==> src/bso_cfg.svh <==
`ifndef BSO_CFG_SVH
`define BSO_CFG_SVH

// register byte offsets
`define BSO_OFS_CTRL 5'h00
`define BSO_OFS_SPD_THR 5'h04
`define BSO_OFS_WAIT 5'h08
`define BSO_OFS_STOP 5'h0C
`define BSO_OFS_WARN 5'h10
`define BSO_OFS_DERATE 5'h14
`define BSO_OFS_STATUS 5'h18
`define BSO_OFS_OVL_ACC 5'h1C

// control register bits
`define BSO_CTRL_SERVO_ON 0
`define BSO_CTRL_ALM_CLR 1
`define BSO_CTRL_RESTART 2

// status register bits
`define BSO_ST_BRAKE_REL 0
`define BSO_ST_POWER 1
`define BSO_ST_ZERO_REF 2
`define BSO_ST_WARN 3
`define BSO_ST_ALM_COAST 4
`define BSO_ST_ALM_SEL 5
`define BSO_ST_STATE_LO 8
`define BSO_ST_G2_COAST 10
`define BSO_ST_DERATE_LO 16

// setting ranges and reset values
`define BSO_SPD_THR_MIN 16'h0000
`define BSO_SPD_THR_MAX 16'h2710
`define BSO_SPD_THR_DEF 16'h0064
`define BSO_WAIT_MIN 8'h0A
`define BSO_WAIT_MAX 8'h64
`define BSO_WAIT_DEF 8'h32
`define BSO_WARN_MIN 8'h01
`define BSO_WARN_MAX 8'h64
`define BSO_WARN_DEF 8'h14
`define BSO_DER_MIN 8'h0A
`define BSO_DER_MAX 8'h64
`define BSO_DER_DEF 8'h64
`define BSO_G2_SEL_DEF 1'b0

// timing: 10 ms ticks at 125 MHz
`define BSO_TICK_MS 10
`define BSO_CLK_KHZ 125000
`define BSO_TICK_CYCLES (`BSO_TICK_MS * `BSO_CLK_KHZ)

// overload model
`define BSO_PCT_FULL 24'h000064
`define BSO_OVL_LIMIT 32'h000F4240
`define BSO_OVL_DECAY 32'h00000064
`define BSO_HI_PCT 24'h00012C
`define BSO_HI_TICKS 8'h0A
`define BSO_ZERO_SPEED 16'h0014

`endif

==> src/bso_pkg.sv <==
package bso_pkg;

  // supervisory states, gray along idle-run-zero stop-coast
  typedef enum logic [1:0] {
    BSO_IDLE = 2'h0,
    BSO_RUN = 2'h1,
    BSO_ZSTOP = 2'h3,
    BSO_COAST = 2'h2
  } bso_state_t;

  // control loop mode from the drive
  typedef enum logic [1:0] {
    BSO_MODE_POS = 2'h0,
    BSO_MODE_SPD = 2'h1,
    BSO_MODE_TRQ = 2'h2
  } bso_mode_t;

  // live settings and pending settings (derate_pend, g2_sel_pend)
  typedef struct packed {
    logic [15:0] spd_thr;
    logic [7:0] wait_t;
    logic [7:0] warn_pct;
    logic [7:0] derate_pend;
    logic g2_sel_pend;
  } bso_cfg_t;

endpackage : bso_pkg

==> src/bso_tick.sv <==
`timescale 1ns/10ps
`default_nettype none
`include "bso_cfg.svh"

module bso_tick
  import bso_pkg::*;
#(
  parameter int TICK_CYCLES = `BSO_TICK_CYCLES
)
(
  // clock and reset
  input wire logic mclk,
  input wire logic rst_n,
  // control
  input wire logic restart,
  // tick out
  output logic tick
);

  logic [20:0] cnt_q;
  logic [20:0] cnt_d;
  logic wrap;
  logic tick_q;

  // wrap detect; restart realigns the phase to the event
  assign wrap = (cnt_q == 21'(TICK_CYCLES - 1));
  assign cnt_d = (restart || wrap) ? 21'h000000 : cnt_q + 21'h000001;
  assign tick = tick_q;

  // prescaler
  always_ff @(posedge mclk)
  begin
    if (!rst_n)
    begin
      cnt_q <= 21'h000000;
      tick_q <= 1'b0;
    end
    else
    begin
      cnt_q <= cnt_d;
      tick_q <= wrap && !restart;
    end
  end

endmodule : bso_tick

`default_nettype wire

==> src/bso_ctrl.sv <==
`timescale 1ns/10ps
`default_nettype none
`include "bso_cfg.svh"

module bso_ctrl
  import bso_pkg::*;
#(
  parameter int TICK_CYCLES = `BSO_TICK_CYCLES
)
(
  // clock and reset
  input wire logic mclk,
  input wire logic rst_n,
  // avalon-mm slave
  input wire logic [4:0] avs_address,
  input wire logic avs_read,
  input wire logic avs_write,
  input wire logic [31:0] avs_writedata,
  input wire logic [3:0] avs_byteenable,
  output logic [31:0] avs_readdata,
  output logic avs_waitrequest,
  // motor feedback
  input wire logic signed [15:0] motor_speed,
  input wire logic [15:0] motor_max_speed,
  input wire logic [15:0] motor_current,
  input wire logic [15:0] base_current,
  input wire logic [1:0] control_mode,
  // alarm sources
  input wire logic coast_alarm_group,
  input wire logic selectable_alarm_group,
  // drive outputs
  output logic brake_release_output,
  output logic motor_power_on,
  output logic speed_ref_zero,
  output logic warn_output,
  output logic alarm_active
);

  // byte-lane merge of a write into an old value
  function automatic logic [31:0] merge_be(input logic [31:0] old_v, input logic [31:0] new_v,
                                           input logic [3:0] be);
    logic [31:0] m;
    m = {{8{be[3]}}, {8{be[2]}}, {8{be[1]}}, {8{be[0]}}};
    merge_be = (old_v & ~m) | (new_v & m);
  endfunction : merge_be

  // clamp a setting into its legal range
  function automatic logic [15:0] clamp16(input logic [15:0] v, input logic [15:0] lo,
                                          input logic [15:0] hi);
    clamp16 = (v < lo) ? lo : ((v > hi) ? hi : v);
  endfunction : clamp16

  bso_state_t state_q, state_d;
  bso_cfg_t cfg_q;
  logic servo_on_q, ack_q, g2_coast_q, alm_c_q, alm_s_q;
  logic [7:0] derate_q, wait_cnt_q, hi_cnt_q;
  logic [31:0] acc_q, readdata_q;
  logic brake_q, power_q, zero_q, warn_q;
  logic tick, tick_restart;

  // bus strobes: one wait state per access
  logic req, wr_en, rd_load;
  assign req = avs_read || avs_write;
  assign avs_waitrequest = req && !ack_q;
  assign wr_en = avs_write && ack_q;
  assign rd_load = avs_read && !ack_q;

  // address decode
  logic hit_ctrl, hit_thr, hit_wait, hit_stop, hit_warn, hit_der;
  assign hit_ctrl = (avs_address[4:2] == `BSO_OFS_CTRL >> 2);
  assign hit_thr = (avs_address[4:2] == `BSO_OFS_SPD_THR >> 2);
  assign hit_wait = (avs_address[4:2] == `BSO_OFS_WAIT >> 2);
  assign hit_stop = (avs_address[4:2] == `BSO_OFS_STOP >> 2);
  assign hit_warn = (avs_address[4:2] == `BSO_OFS_WARN >> 2);
  assign hit_der = (avs_address[4:2] == `BSO_OFS_DERATE >> 2);

  // status word
  logic [31:0] status_w;
  assign status_w = {8'h00, derate_q, 5'h00, g2_coast_q, state_q, 2'h0, alm_s_q, alm_c_q,
                     warn_q, zero_q, power_q, brake_q};

  // read mux; all eight word offsets are mapped, address bits 1:0 ignored
  logic [31:0] rd_mux;
  assign rd_mux =
    hit_ctrl ? {31'h00000000, servo_on_q} :
    hit_thr ? {16'h0000, cfg_q.spd_thr} :
    hit_wait ? {24'h000000, cfg_q.wait_t} :
    hit_stop ? {31'h00000000, cfg_q.g2_sel_pend} :
    hit_warn ? {24'h000000, cfg_q.warn_pct} :
    hit_der ? {24'h000000, cfg_q.derate_pend} :
    (avs_address[4:2] == `BSO_OFS_STATUS >> 2) ? status_w :
    (avs_address[4:2] == `BSO_OFS_OVL_ACC >> 2) ? acc_q : 32'h00000000;
  assign avs_readdata = readdata_q;

  // merged write values, clamped to the legal ranges
  logic [31:0] wv;
  logic [15:0] thr_w;
  logic [7:0] wait_w, warn_w, der_w;
  assign wv = merge_be(rd_mux, avs_writedata, avs_byteenable);
  assign thr_w = clamp16(wv[15:0], `BSO_SPD_THR_MIN, `BSO_SPD_THR_MAX);
  assign wait_w = 8'(clamp16({8'h00, wv[7:0]}, {8'h00, `BSO_WAIT_MIN},
                             {8'h00, `BSO_WAIT_MAX}));
  assign warn_w = 8'(clamp16({8'h00, wv[7:0]}, {8'h00, `BSO_WARN_MIN},
                             {8'h00, `BSO_WARN_MAX}));
  assign der_w = 8'(clamp16({8'h00, wv[7:0]}, {8'h00, `BSO_DER_MIN}, {8'h00, `BSO_DER_MAX}));

  // control strobes
  logic servo_off_command, alm_clr, soft_restart;
  assign servo_off_command = wr_en && hit_ctrl && !wv[`BSO_CTRL_SERVO_ON];
  assign alm_clr = wr_en && hit_ctrl && wv[`BSO_CTRL_ALM_CLR];
  assign soft_restart = wr_en && hit_ctrl && wv[`BSO_CTRL_RESTART];

  // speed compare
  logic [15:0] speed_abs, thr_eff;
  logic below_thr, stopped;
  assign speed_abs = motor_speed[15] ? 16'(-motor_speed) : 16'(motor_speed);
  // threshold limited to motor maximum speed
  assign thr_eff = (cfg_q.spd_thr > motor_max_speed) ? motor_max_speed : cfg_q.spd_thr;
  assign below_thr = speed_abs < thr_eff;
  assign stopped = speed_abs < `BSO_ZERO_SPEED;

  // overload arithmetic, scaled by 100 to avoid dividing
  logic [23:0] cur_x100, der_lvl, hi_lvl, excess;
  logic over_base, over_hi, ovl_alarm, warn_cond;
  logic [39:0] acc_x100, warn_lvl;
  logic [31:0] acc_d;
  assign cur_x100 = 24'(motor_current) * `BSO_PCT_FULL;
  // accumulate only above derated base current
  assign der_lvl = 24'(base_current) * 24'(derate_q);
  assign over_base = cur_x100 > der_lvl;
  assign excess = cur_x100 - der_lvl;
  // high-load level uses base current and a fixed percentage, not the derating
  assign hi_lvl = 24'(base_current) * `BSO_HI_PCT;
  assign over_hi = cur_x100 > hi_lvl;
  assign ovl_alarm = acc_q >= `BSO_OVL_LIMIT;
  // warning scales the same accumulator as the alarm
  assign acc_x100 = 40'(acc_q) * 40'(`BSO_PCT_FULL);
  assign warn_lvl = 40'(`BSO_OVL_LIMIT) * 40'(cfg_q.warn_pct);
  // warning at set fraction of alarm time
  assign warn_cond = acc_x100 >= warn_lvl;
  assign acc_d =
    !tick ? acc_q :
    over_base ? (ovl_alarm ? acc_q : acc_q + 32'(excess)) :
    (acc_q > `BSO_OVL_DECAY) ? acc_q - `BSO_OVL_DECAY : 32'h00000000;

  // alarm sources, latched; set wins over clear
  logic alm_c_set, alm_s_set, alarm_any;
  // fixed high-load alarm into the coast group
  assign alm_c_set = coast_alarm_group || (tick && over_hi && hi_cnt_q == `BSO_HI_TICKS - 8'h01);
  assign alm_s_set = selectable_alarm_group || ovl_alarm;
  assign alarm_any = alm_c_q || alm_s_q;

  // stop method selection
  logic pos_spd, zero_stop_sel;
  // selection honoured in position and speed modes only
  assign pos_spd = (control_mode == BSO_MODE_POS) || (control_mode == BSO_MODE_SPD);
  // restart-latched selection; 0 picks zero-speed stop
  assign zero_stop_sel = alm_s_q && !g2_coast_q && pos_spd;

  // wait timer
  logic wait_done;
  // live wait setting ends the coast window
  assign wait_done = wait_cnt_q >= cfg_q.wait_t;

  // next state
  always_comb
  begin
    state_d = state_q;
    unique case (state_q)
      BSO_IDLE:
        if (servo_on_q && !alarm_any)
          state_d = BSO_RUN;
      BSO_RUN:
        // coast group wins over any selection
        if (alm_c_q)
          state_d = BSO_COAST;
        // zero stop first: an alarm also clears servo-on
        else if (zero_stop_sel)
          state_d = BSO_ZSTOP;
        else if (alm_s_q || !servo_on_q)
          state_d = BSO_COAST;
      BSO_ZSTOP:
        // once stopped, power goes off and the brake drops
        if (alm_c_q)
          state_d = BSO_COAST;
        else if (stopped)
          state_d = BSO_IDLE;
      BSO_COAST:
        // speed threshold or timeout engages the brake
        if (below_thr || wait_done)
          state_d = BSO_IDLE;
    endcase
  end

  // timer phase starts at power removal
  assign tick_restart = (state_d == BSO_COAST) && (state_q != BSO_COAST);

  bso_tick #(
    .TICK_CYCLES(TICK_CYCLES)
  ) u_tick (
    .mclk(mclk),
    .rst_n(rst_n),
    .restart(tick_restart),
    .tick(tick)
  );

  // bus handshake and read data
  always_ff @(posedge mclk)
  begin
    if (!rst_n)
    begin
      ack_q <= 1'b0;
      readdata_q <= 32'h00000000;
    end
    else
    begin
      ack_q <= req && !ack_q;
      readdata_q <= rd_load ? rd_mux : readdata_q;
    end
  end

  // settings; live ones act at once, pending ones at restart
  always_ff @(posedge mclk)
  begin
    if (!rst_n)
    begin
      cfg_q <= '{`BSO_SPD_THR_DEF, `BSO_WAIT_DEF, `BSO_WARN_DEF, `BSO_DER_DEF, `BSO_G2_SEL_DEF};
      derate_q <= `BSO_DER_DEF;
      g2_coast_q <= `BSO_G2_SEL_DEF;
    end
    else
    begin
      if (wr_en && hit_thr)
        cfg_q.spd_thr <= thr_w;
      if (wr_en && hit_wait)
        cfg_q.wait_t <= wait_w;
      if (wr_en && hit_warn)
        cfg_q.warn_pct <= warn_w;
      if (wr_en && hit_der)
        cfg_q.derate_pend <= der_w;
      if (wr_en && hit_stop)
        cfg_q.g2_sel_pend <= wv[0];
      // pending stop select copied only on restart
      if (soft_restart)
      begin
        derate_q <= cfg_q.derate_pend;
        g2_coast_q <= cfg_q.g2_sel_pend;
      end
    end
  end

  // servo enable and alarm latches
  always_ff @(posedge mclk)
  begin
    if (!rst_n)
    begin
      servo_on_q <= 1'b0;
      alm_c_q <= 1'b0;
      alm_s_q <= 1'b0;
    end
    else
    begin
      // an alarm withdraws the servo-on request
      if (alarm_any || alm_c_set || alm_s_set)
        servo_on_q <= 1'b0;
      else if (wr_en && hit_ctrl)
        servo_on_q <= wv[`BSO_CTRL_SERVO_ON];
      alm_c_q <= alm_c_set || (alm_c_q && !alm_clr);
      alm_s_q <= alm_s_set || (alm_s_q && !alm_clr);
    end
  end

  // state, timers and overload accumulator
  always_ff @(posedge mclk)
  begin
    if (!rst_n)
    begin
      state_q <= BSO_IDLE;
      wait_cnt_q <= 8'h00;
      hi_cnt_q <= 8'h00;
      acc_q <= 32'h00000000;
    end
    else
    begin
      state_q <= state_d;
      // held at zero outside coast, so a lowered wait setting never meets a stale count
      wait_cnt_q <= (tick_restart || state_d != BSO_COAST) ? 8'h00 :
                    wait_cnt_q + 8'(tick && !wait_done);
      hi_cnt_q <= !tick ? hi_cnt_q : (over_hi && !alm_c_q) ? hi_cnt_q + 8'h01 : 8'h00;
      acc_q <= acc_d;
    end
  end

  // registered drive outputs
  always_ff @(posedge mclk)
  begin
    if (!rst_n)
    begin
      brake_q <= 1'b0;
      power_q <= 1'b0;
      zero_q <= 1'b0;
      warn_q <= 1'b0;
    end
    else
    begin
      // brake released whenever the motor is powered
      brake_q <= state_d != BSO_IDLE;
      power_q <= (state_d == BSO_RUN) || (state_d == BSO_ZSTOP);
      // zero reference only during zero-speed stop
      zero_q <= state_d == BSO_ZSTOP;
      warn_q <= warn_cond;
    end
  end

  assign brake_release_output = brake_q;
  assign motor_power_on = power_q;
  assign speed_ref_zero = zero_q;
  assign warn_output = warn_q;
  assign alarm_active = alm_c_q || alm_s_q;

  // checks
  a_brake_speed: assert property (@(posedge mclk) disable iff (!rst_n)
    (state_q == BSO_COAST && below_thr) |=> !brake_release_output)
    else $error("brake not engaged below threshold");
  a_brake_timeout: assert property (@(posedge mclk) disable iff (!rst_n)
    (state_q == BSO_COAST && wait_done) |=> !brake_release_output)
    else $error("brake not engaged after wait");
  a_thr_range: assert property (@(posedge mclk) disable iff (!rst_n)
    cfg_q.spd_thr <= `BSO_SPD_THR_MAX)
    else $error("threshold out of range");
  a_wait_range: assert property (@(posedge mclk) disable iff (!rst_n)
    cfg_q.wait_t >= `BSO_WAIT_MIN && cfg_q.wait_t <= `BSO_WAIT_MAX
    && wait_cnt_q <= cfg_q.wait_t)
    else $error("wait setting or timer out of range");
  a_alarm_power: assert property (@(posedge mclk) disable iff (!rst_n)
    (alarm_any && state_q == BSO_RUN && !zero_stop_sel) |=> ##1 !motor_power_on)
    else $error("power kept after alarm");
  a_servo_coast: assert property (@(posedge mclk) disable iff (!rst_n)
    (state_q == BSO_RUN && !servo_on_q && !alarm_any) |=> (state_q == BSO_COAST) ##0
    (!motor_power_on && !speed_ref_zero))
    else $error("servo-off did not coast");
  a_group1_coast: assert property (@(posedge mclk) disable iff (!rst_n)
    (alm_c_q && state_q != BSO_IDLE) |=> state_q inside {BSO_COAST, BSO_IDLE})
    else $error("coast group alarm not coasting");
  a_torque_coast: assert property (@(posedge mclk) disable iff (!rst_n)
    (state_q == BSO_RUN && alm_s_q && control_mode == BSO_MODE_TRQ) |=> state_q == BSO_COAST)
    else $error("torque mode did not coast");
  a_zero_cause: assert property (@(posedge mclk) disable iff (!rst_n)
    $rose(speed_ref_zero) |-> $past(alm_s_q) && !$past(g2_coast_q))
    else $error("zero reference without cause");
  a_warn_before: assert property (@(posedge mclk) disable iff (!rst_n)
    ovl_alarm |-> ##1 warn_output)
    else $error("alarm level without warning");
  a_power_brake: assert property (@(posedge mclk) disable iff (!rst_n)
    motor_power_on |-> brake_release_output)
    else $error("brake applied while powered");

endmodule : bso_ctrl

`default_nettype wire

==> config.mk <==
export PLATFORM = sky130hd
export DESIGN_NAME = bso_ctrl
export DESIGN_NICKNAME = d
export VERILOG_FILES = /design/src/bso_pkg.sv /design/src/bso_tick.sv /design/src/bso_ctrl.sv
export VERILOG_INCLUDE_DIRS = /design/src
export SDC_FILE = /design/constraint.sdc
export NUM_CORES = 1
export LEC_CHECK = 0
export ABC_AREA = 1
export BUFFER_PORTS_ARGS = -buffer_cell sky130_fd_sc_hd__buf_2
export CORE_ASPECT_RATIO = 0.75
export CORE_MARGIN = 5
export CORE_UTILIZATION = 58
export CTS_CLUSTER_SIZE = 12
export DETAILED_ROUTE_END_ITERATION = 12
export GPL_TIMING_DRIVEN = 0
export PLACE_DENSITY = 0.89
export REMOVE_ABC_BUFFERS = 1
export SYNTH_ARGS = -nofsm -noshare
export SYNTH_HDL_FRONTEND = slang
export SYNTH_SLANG_ARGS = --single-unit
export TNS_END_PERCENT = 5
==> constraint.sdc <==
create_clock -name mclk -period 7.2 [get_ports mclk]
set_input_delay 0.72 -clock mclk [delete_from_list [all_inputs] [get_ports mclk]]
set_output_delay 0.72 -clock mclk [all_outputs]
set_load 0.005 [all_outputs]
### Yosys cells after proc, flatten, opt, wreduce, memory -nomap -nowiden

Cells that the tools add are included.

| cells by class | value |
|---|---|
| add/sub/neg operators | 7 |
| multiply operators | 5 |
| equality and inequality tests | 19 |
| muxes and demuxes | 27 |
| order comparisons | 14 |
| reductions and logical operators | 52 |
| bitwise operators | 5 |

Operators by type and width:

| cell | number |
|---|---|
| 2-to-1 mux 32 bit | 11 |
| 2-to-1 mux 16 bit | 4 |
| > comparator 23 x 24 -> 1 bit | 2 |
| >= comparator 39 x 28 -> 1 bit | 1 |
| multiplier 32 x 5 -> 37 bit, second input constant | 1 |
| adder 32 x 24 -> 32 bit | 1 |
| bitwise AND 16 bit | 2 |
| >= comparator 32 x 20 -> 1 bit, second input constant | 1 |
| > comparator 32 x 7 -> 1 bit, second input constant | 1 |
| 2-to-1 mux 8 bit | 4 |
| subtractor 32 x 7 -> 32 bit, second input constant | 1 |
| multiplier 16 x 8 -> 24 bit | 1 |
| subtractor 23 x 24 -> 24 bit | 1 |
| logical AND 1 bit | 22 |
| multiplier 14 x 8 -> 22 bit, first input constant | 1 |
| multiplier 16 x 7 -> 22 bit, second input constant | 1 |
| adder 21 x 1 -> 21 bit, second input constant | 1 |
| == test 21 bit, second input constant | 1 |
| multiplier 16 x 5 -> 21 bit, second input constant | 1 |
| > comparator 16 x 14 -> 1 bit, second input constant | 1 |
| > comparator 16 bit | 1 |
| < comparator 16 x 1 -> 1 bit, second input constant | 1 |
| < comparator 16 bit | 1 |
| < comparator 16 x 5 -> 1 bit, second input constant | 1 |
| 26 further kinds | 66 |

| storage, ports and cells | value |
|---|---|
| register bits after elaboration | 162 |
| output and inout bits | 38 |
| word-level logic and storage cells | 151 |
| bits of input ports | 113 |

### Longest topological paths before layout

| depth | value |
|---|---|
| word-level depth | 15 |
| gate-level depth with buffers | 44 |
| gate-level depth less buffers | 42 |

### Hierarchy

From an unflattened synthesis, not the netlist that was laid out.

| unflattened totals | value |
|---|---|
| cells, all modules | 3818 |
| area, all modules | 26791.9 um^2 |

By module, submodules not included:

| module | seq. area each (um^2) | area an instance (um^2) | cells each | instances |
|---|---|---|---|---|
| bso_ctrl | 2782.7 | 25575.8 | 3652 | 1 |
| bso_tick | 440.4 | 1216.2 | 166 | 1 |

### Worst setup path after synthesis

OpenSTA, ideal clock, no wires.

| timing path | value |
|---|---|
| path type | input to register |
| start | input base_current[2] |
| end | register acc_q[26] |
| library setup time | 0.064 ns |
| buffers on the path | 1 |
| data arrival time | 7.283 ns |
| slack | -0.147 ns |
| stages on the path | 41 |
| required time | 7.136 ns |
| cells stage by stage | clkbuf_1 -> nand2_1 -> inv_1 -> fa_1 -> fa_1 -> fa_1 -> inv_1 -> fa_1 -> inv_1 -> ha_1 -> a21oi_1 -> o21ai_1 -> a21oi_1 -> inv_1 -> a31oi_1 -> inv_1 -> a21oi_1 -> inv_1 -> (+5 left out) -> nand2_1 -> o21ai_0 -> a21oi_1 -> nand3_1 -> xor2_1 -> ha_1 -> nand2_1 -> inv_1 -> nand3_1 -> nor3_1 -> nand3_1 -> nand3_1 -> nand3_1 -> a21boi_0 -> o21ai_0 -> a21oi_1 -> a21oi_1 -> nor2_1 |

| between the ends | value |
|---|---|
| word-level cells in the longest chain between the ends | 5 |
| elaborated cells between the ends (all ways) | 8 |
| classes of those cells | add/sub (2); mul (1); order compare (1); eq/ne (1); mux (2); reduce/logical (1) |

RTL lines:

| element | RTL line | source |
|---|---|---|
| from (decl) | bso_ctrl.sv:26 | `input wire logic [15:0] base_current,` |
| multiplier 16 x 8 -> 24 bit (*) | bso_ctrl.sv:129 | `assign der_lvl = 24'(base_current) * 24'(derate_q);` |
| subtractor 23 x 24 -> 24 bit | bso_ctrl.sv:131 | `assign excess = cur_x100 - der_lvl;` |
| adder 32 x 24 -> 32 bit | bso_ctrl.sv:143 | `over_base ? (ovl_alarm ? acc_q : acc_q + 32'(excess)) :` |
| 2-to-1 mux 32 bit (2 in series) | bso_ctrl.sv:143 |  |
| to (signal assigned) | bso_ctrl.sv:281 | `acc_q <= 32'h00000000;` |
| to (signal assigned) | bso_ctrl.sv:290 | `acc_q <= acc_d;` |
| to (decl) | bso_ctrl.sv:57 | `logic [31:0] acc_q, readdata_q;` |

Mark *: on every way between the ends. The rest lies on a longest branch, timed or not. The select of a mux whose other input is x is not followed.
A chain may end at the register's enable or synchronous reset.

### Worst setup path in the final report

| timing path | value |
|---|---|
| start | register derate_q[4] |
| end | register acc_q[23] |

| between the ends | value |
|---|---|
| word-level cells in the longest chain between the ends | 5 |
| elaborated cells between the ends (all ways) | 8 |
| classes of those cells | add/sub (2); mul (1); order compare (1); eq/ne (1); mux (2); reduce/logical (1) |

RTL lines:

| element | RTL line | source |
|---|---|---|
| from (decl) | bso_ctrl.sv:56 | `logic [7:0] derate_q, wait_cnt_q, hi_cnt_q;` |
| from (signal assigned) | bso_ctrl.sv:228 | `` derate_q <= `BSO_DER_DEF; `` |
| from (signal assigned) | bso_ctrl.sv:246 | `derate_q <= cfg_q.derate_pend;` |
| multiplier 16 x 8 -> 24 bit (*) | bso_ctrl.sv:129 |  |
| subtractor 23 x 24 -> 24 bit | bso_ctrl.sv:131 |  |
| adder 32 x 24 -> 32 bit | bso_ctrl.sv:143 |  |
| 2-to-1 mux 32 bit (2 in series) | bso_ctrl.sv:143 |  |

Marked as above.

==> Flow_metrics.wiki <==
{| class="wikitable"
! Metric !! Value
|-
| Result of the run || complete, but fails checks
|-
| Violated checks || setup timing
|-
| Pin count of the biggest net entering global routing || 64
|-
| Classification of the worst setup path || flip-flop to flip-flop
|-
| Top Family by Delay on Critical Path || adder cells
|-
| Share of synthesized area occupied by flip-flops and latches || 12.2%
|-
| Clock buffers created by TritonCTS || 17
|-
| Cell count after synthesis || approximately 3700
|-
| Setup-failing EPs final || 23
|-
| Clk pin slew, worst setup/hold paths || 0.08 ns
|-
| Die area || 0.0501 mm^2
|-
| Worst slack at placement || -1.92 ns
|-
| Starting utilization of the core area || 59.0%
|-
| Net switching component of the power || 4.20 mW
|-
| Uppermost layer routed || met5
|-
| Area added between synthesis and finish || 11.8%
|-
| Predominant post-synthesis flop cell || dfxtp_1
|-
| Number of register bits inferred by synthesis || 161
|-
| Final wirelength || 79.2 mm
|-
| DRC errors left || 0
|-
| Max Transition Viols Final || 0
|-
| Initial DRT Pass Iterations || 8
|-
| Actual slew at the worst max-slew pin || approximately 1.4 ns
|-
| Nets@finish || 4587
|-
| Crit-path slowest cell || fa_2
|-
| Routed length on met2 || 33.4 mm
|-
| Horiz. Die Dim || 257 um
|-
| HPWL after DPL || 56.8 mm
|-
| Area of the core region || 0.0449 mm^2
|-
| Iteration-0 DRC Markers || 3321
|-
| Sinks on the clock net || 161
|-
| Number of hold buffers added after CTS || 0
|-
| Kind of end point of the critical path || flip-flop
|-
| Post-synthesis cell type count || 68
|-
| Num ports || 151
|-
| Routed length per instance || 17.9 um
|-
| Number of warnings issued by yosys || 0
|-
| Delay of the slowest critical-path stage || 0.56 ns
|-
| Fin worst setup slack || -0.363 ns
|-
| Die Ht || 195 um
|-
| Final period demand of the worst path || 7.56 ns
|-
| Number of buffers on the longest clock path || 2
|-
| Static leakage || 16.2 nW
|-
| Root buffer cell || clkbuf_16
|-
| Grt ovf || 0
|-
| Final antenna-violating net count || 0
|-
| Total buffers and inverters traversed by the critical path || 10
|-
| Final setup skew || between 0.015 and 0.02 ns
|-
| P_int || roughly 3.7 mW
|-
| Final period utilization || 105%
|-
| Global-route wire length before repair || 117 mm
|-
| PnR Total Power || 7.94 mW
|-
| Fraction of power spent switching nets || a little over half
|-
| Sequential share of power || 11.5%
|-
| Count of inserted antenna diode cells || 0
|-
| PortBufs || 129
|-
| Share of flip-flops with an asynchronous set or reset after synthesis || 0%
|-
| Met1 routed wirelength after detailed routing || 32.4 mm
|-
| CTS tree || yes
|-
| Via density per instance || between 5 and 6
|-
| Worst Hold Class || flip-flop to flip-flop
|-
| GRT Resource Usage Total || 27.8%
|-
| Number of maximum-capacitance violations || 0
|-
| Peak Freq || 0.132 GHz
|-
| Endpoints failing hold || 0
|-
| Weighted congestion at the end of routability-driven global placement || 0.960
|-
| Post-synthesis instance area || approximately 0.026 mm^2
|-
| Proportion of power drawn by combinational gates || 77.2%
|-
| Share of power burned in the clock network || 11.4%
|-
| Final cell utilization of the core || 66.0%
|-
| Number of synthesized flops with an enable pin || 0
|-
| Average instance area after synthesis || 7.19 um^2
|-
| Data required time of the critical path || 7.58 ns
|-
| Via count of the first global-routing pass || about 24000
|-
| Initial antenna violation count || 2
|-
| Later-pin clock latency in the skew report || 0.46 ns
|-
| Total via count after detailed routing || roughly 26000
|-
| CP Max Fanout || 4
|-
| Startpoint type of the worst setup path || flip-flop
|-
| Worst relative slew slack || 6.16%
|-
| Proportion of layout cells with a drive suffix above 1 || between 10% and 20%
|-
| Detailed route wirelength on metal3 || roughly 9.5 mm
|-
| Number of placement rows || 67
|-
| Arrival time worst endpoint || about 7.9 ns
|-
| Power density over cell area || 268 mW/mm^2
|-
| Deepest level of the CTS H-tree || 4
|-
| Maximum vdd ir drop || ~0.32 mV
|-
| Setup repair after global routing missed its margin || true
|}
==> timing repair <==
item                                   in CTS  in global routing
pin swaps                                  29                 98
endpoints found under the hold margin       0                  0
cloned                                      3                  1
resized for setup                          88                156
buffers inserted                           18                 37
setup endpoints to repair                  32                 32
==> power groups by stage <==
stage,registers [mW],logic (mW),clock network [mW]
after CTS,0.912,4.94,0.890
final,0.912,6.13,0.901
after global routing,0.913,6.61,0.934
after global placement,0.935,4.42,0
after detailed placement,0.935,4.50,0
after floorplan,0.932,3.45,0
==> worst paths after layout <==
check | start | to | slack, ns | cells past startpoint
setup reg to reg | derate_q[4] | acc_q[23] | -0.36 | 39
setup / recovery | derate_q[4] | acc_q[23] | -0.36 | 39
hold reg to reg | avs_readdata[18] | avs_readdata[18] | 0.47 | 2
hold / removal | avs_readdata[18] | avs_readdata[18] | 0.47 | 2
==> Yosys cell counts, drive strengths merged (2+ instances only) <==
master | count | area share [%]
nand3b | 7 | 0.20
nor3 | 56 | 1.2
o31ai | 7 | 0.20
o2111ai | 3 | 0.099
nand3 | 126 | 2.5
nand4 | 43 | 1.1
a211o | 2 | 0.066
nand2 | 609 | 8.7
mux2i | 5 | 0.25
a21boi | 8 | 0.23
a21o | 14 | 0.40
xnor2 | 60 | 2.0
o21a | 6 | 0.17
dfxtp | 161 | 12
or2 | 12 | 0.28
o211ai | 17 | 0.48
o21ai | 222 | 4.3
clkinv | 2 | 0.028
a31oi | 25 | 0.59
o221ai | 14 | 0.63
buf | 29 | 0.68
ha | 495 | 23
a21oi | 322 | 6.2
nor2 | 227 | 3.5
o211a | 2 | 0.076
a31o | 3 | 0.099
inv | 803 | 11
o22ai | 16 | 0.48
nor4 | 13 | 0.33
a211oi | 9 | 0.25
and2 | 2 | 0.047
fa | 163 | 12
nor3b | 2 | 0.057
clkbuf | 50 | 0.73
o21bai | 11 | 0.31
xor2 | 134 | 4.4
==> tightest hold or removal path: stages (launching register included) <==
cell     delay [ns]
dfxtp_1        0.31
nand2_1        0.06
a21oi_1        0.05
==> metal layers <==
metal	track usage [%]	vias up
met5	1.53	-
met4	7.31	4
met3	6.89	340
met2	42.1	1566
met1	39.5	12100
li1	-	12100
==> through the flow <==
| stage | instance area [um^2] | hold WS, ns | instances | TNS [ns] |
|---|---|---|---|---|
| 3_3_place_gp | 27500 | 0.439 | 4323 | -56.07 |
| 3_5_place_dp | 27600 | 0.446 | 4325 | -56.53 |
| 2_1_floorplan | 26100 | 0.428 | 3608 | 0 |
| 6_report | 29600 | 0.467 | 4414 | -3.95 |
| 5_1_grt | 29600 | 0.483 | 4414 | -10.49 |
| 4_1_cts | 28700 | 0.463 | 4377 | -0.780 |
==> placed cells by master (no fill, tap or decap), types with 10 or more instances in the layout <==
cell type / instances
a21o_1: 14
a21oi_1: 285
a21oi_2: 28
a21oi_4: 12
a31oi_1: 24
buf_2: 121
buf_4: 45
clkbuf_16: 17
dfxtp_1: 155
fa_1: 158
ha_1: 471
ha_4: 22
inv_1: 770
inv_2: 30
nand2_1: 580
nand2_2: 25
nand3_1: 112
nand4_1: 41
nor2_1: 197
nor2_2: 28
nor3_1: 45
nor3_2: 10
nor4_1: 11
o211ai_1: 17
o21ai_0: 177
o21ai_1: 36
o21bai_1: 10
o22ai_1: 13
or2_2: 11
xnor2_1: 56
xor2_1: 124
==> cell type report <==
type                    instances  area (um^2)
clock buffers                  18          429
inverters                     805         3040
repair buffers                185         1240
repair inverters                1         7.51
well taps                     586          733
flip-flops and latches        161         3250
fillers                      3447        15300
multi-input cells            2645        20800
clock inverters                13          128
==> registers in the layout (all words and copies together) (netlist names), 2 cells and up <==
name / count
cfg_q: 41
acc_q: 32
avs_readdata: 32
u_tick.cnt_q: 21
derate_q: 8
hi_cnt_q: 8
wait_cnt_q: 8
state_q: 2
==> logic make-up after synthesis <==
kind of cell	after synthesis	synth area share, %
simple gates	1099	17.9
compound gates	686	14.8
fa+ha+maj	658	35.7
mux	5	0.250
xor+xnor	194	6.41
flops	161	12.2
buf+inv	884	12.8
Power figures use the tool's default switching activity.
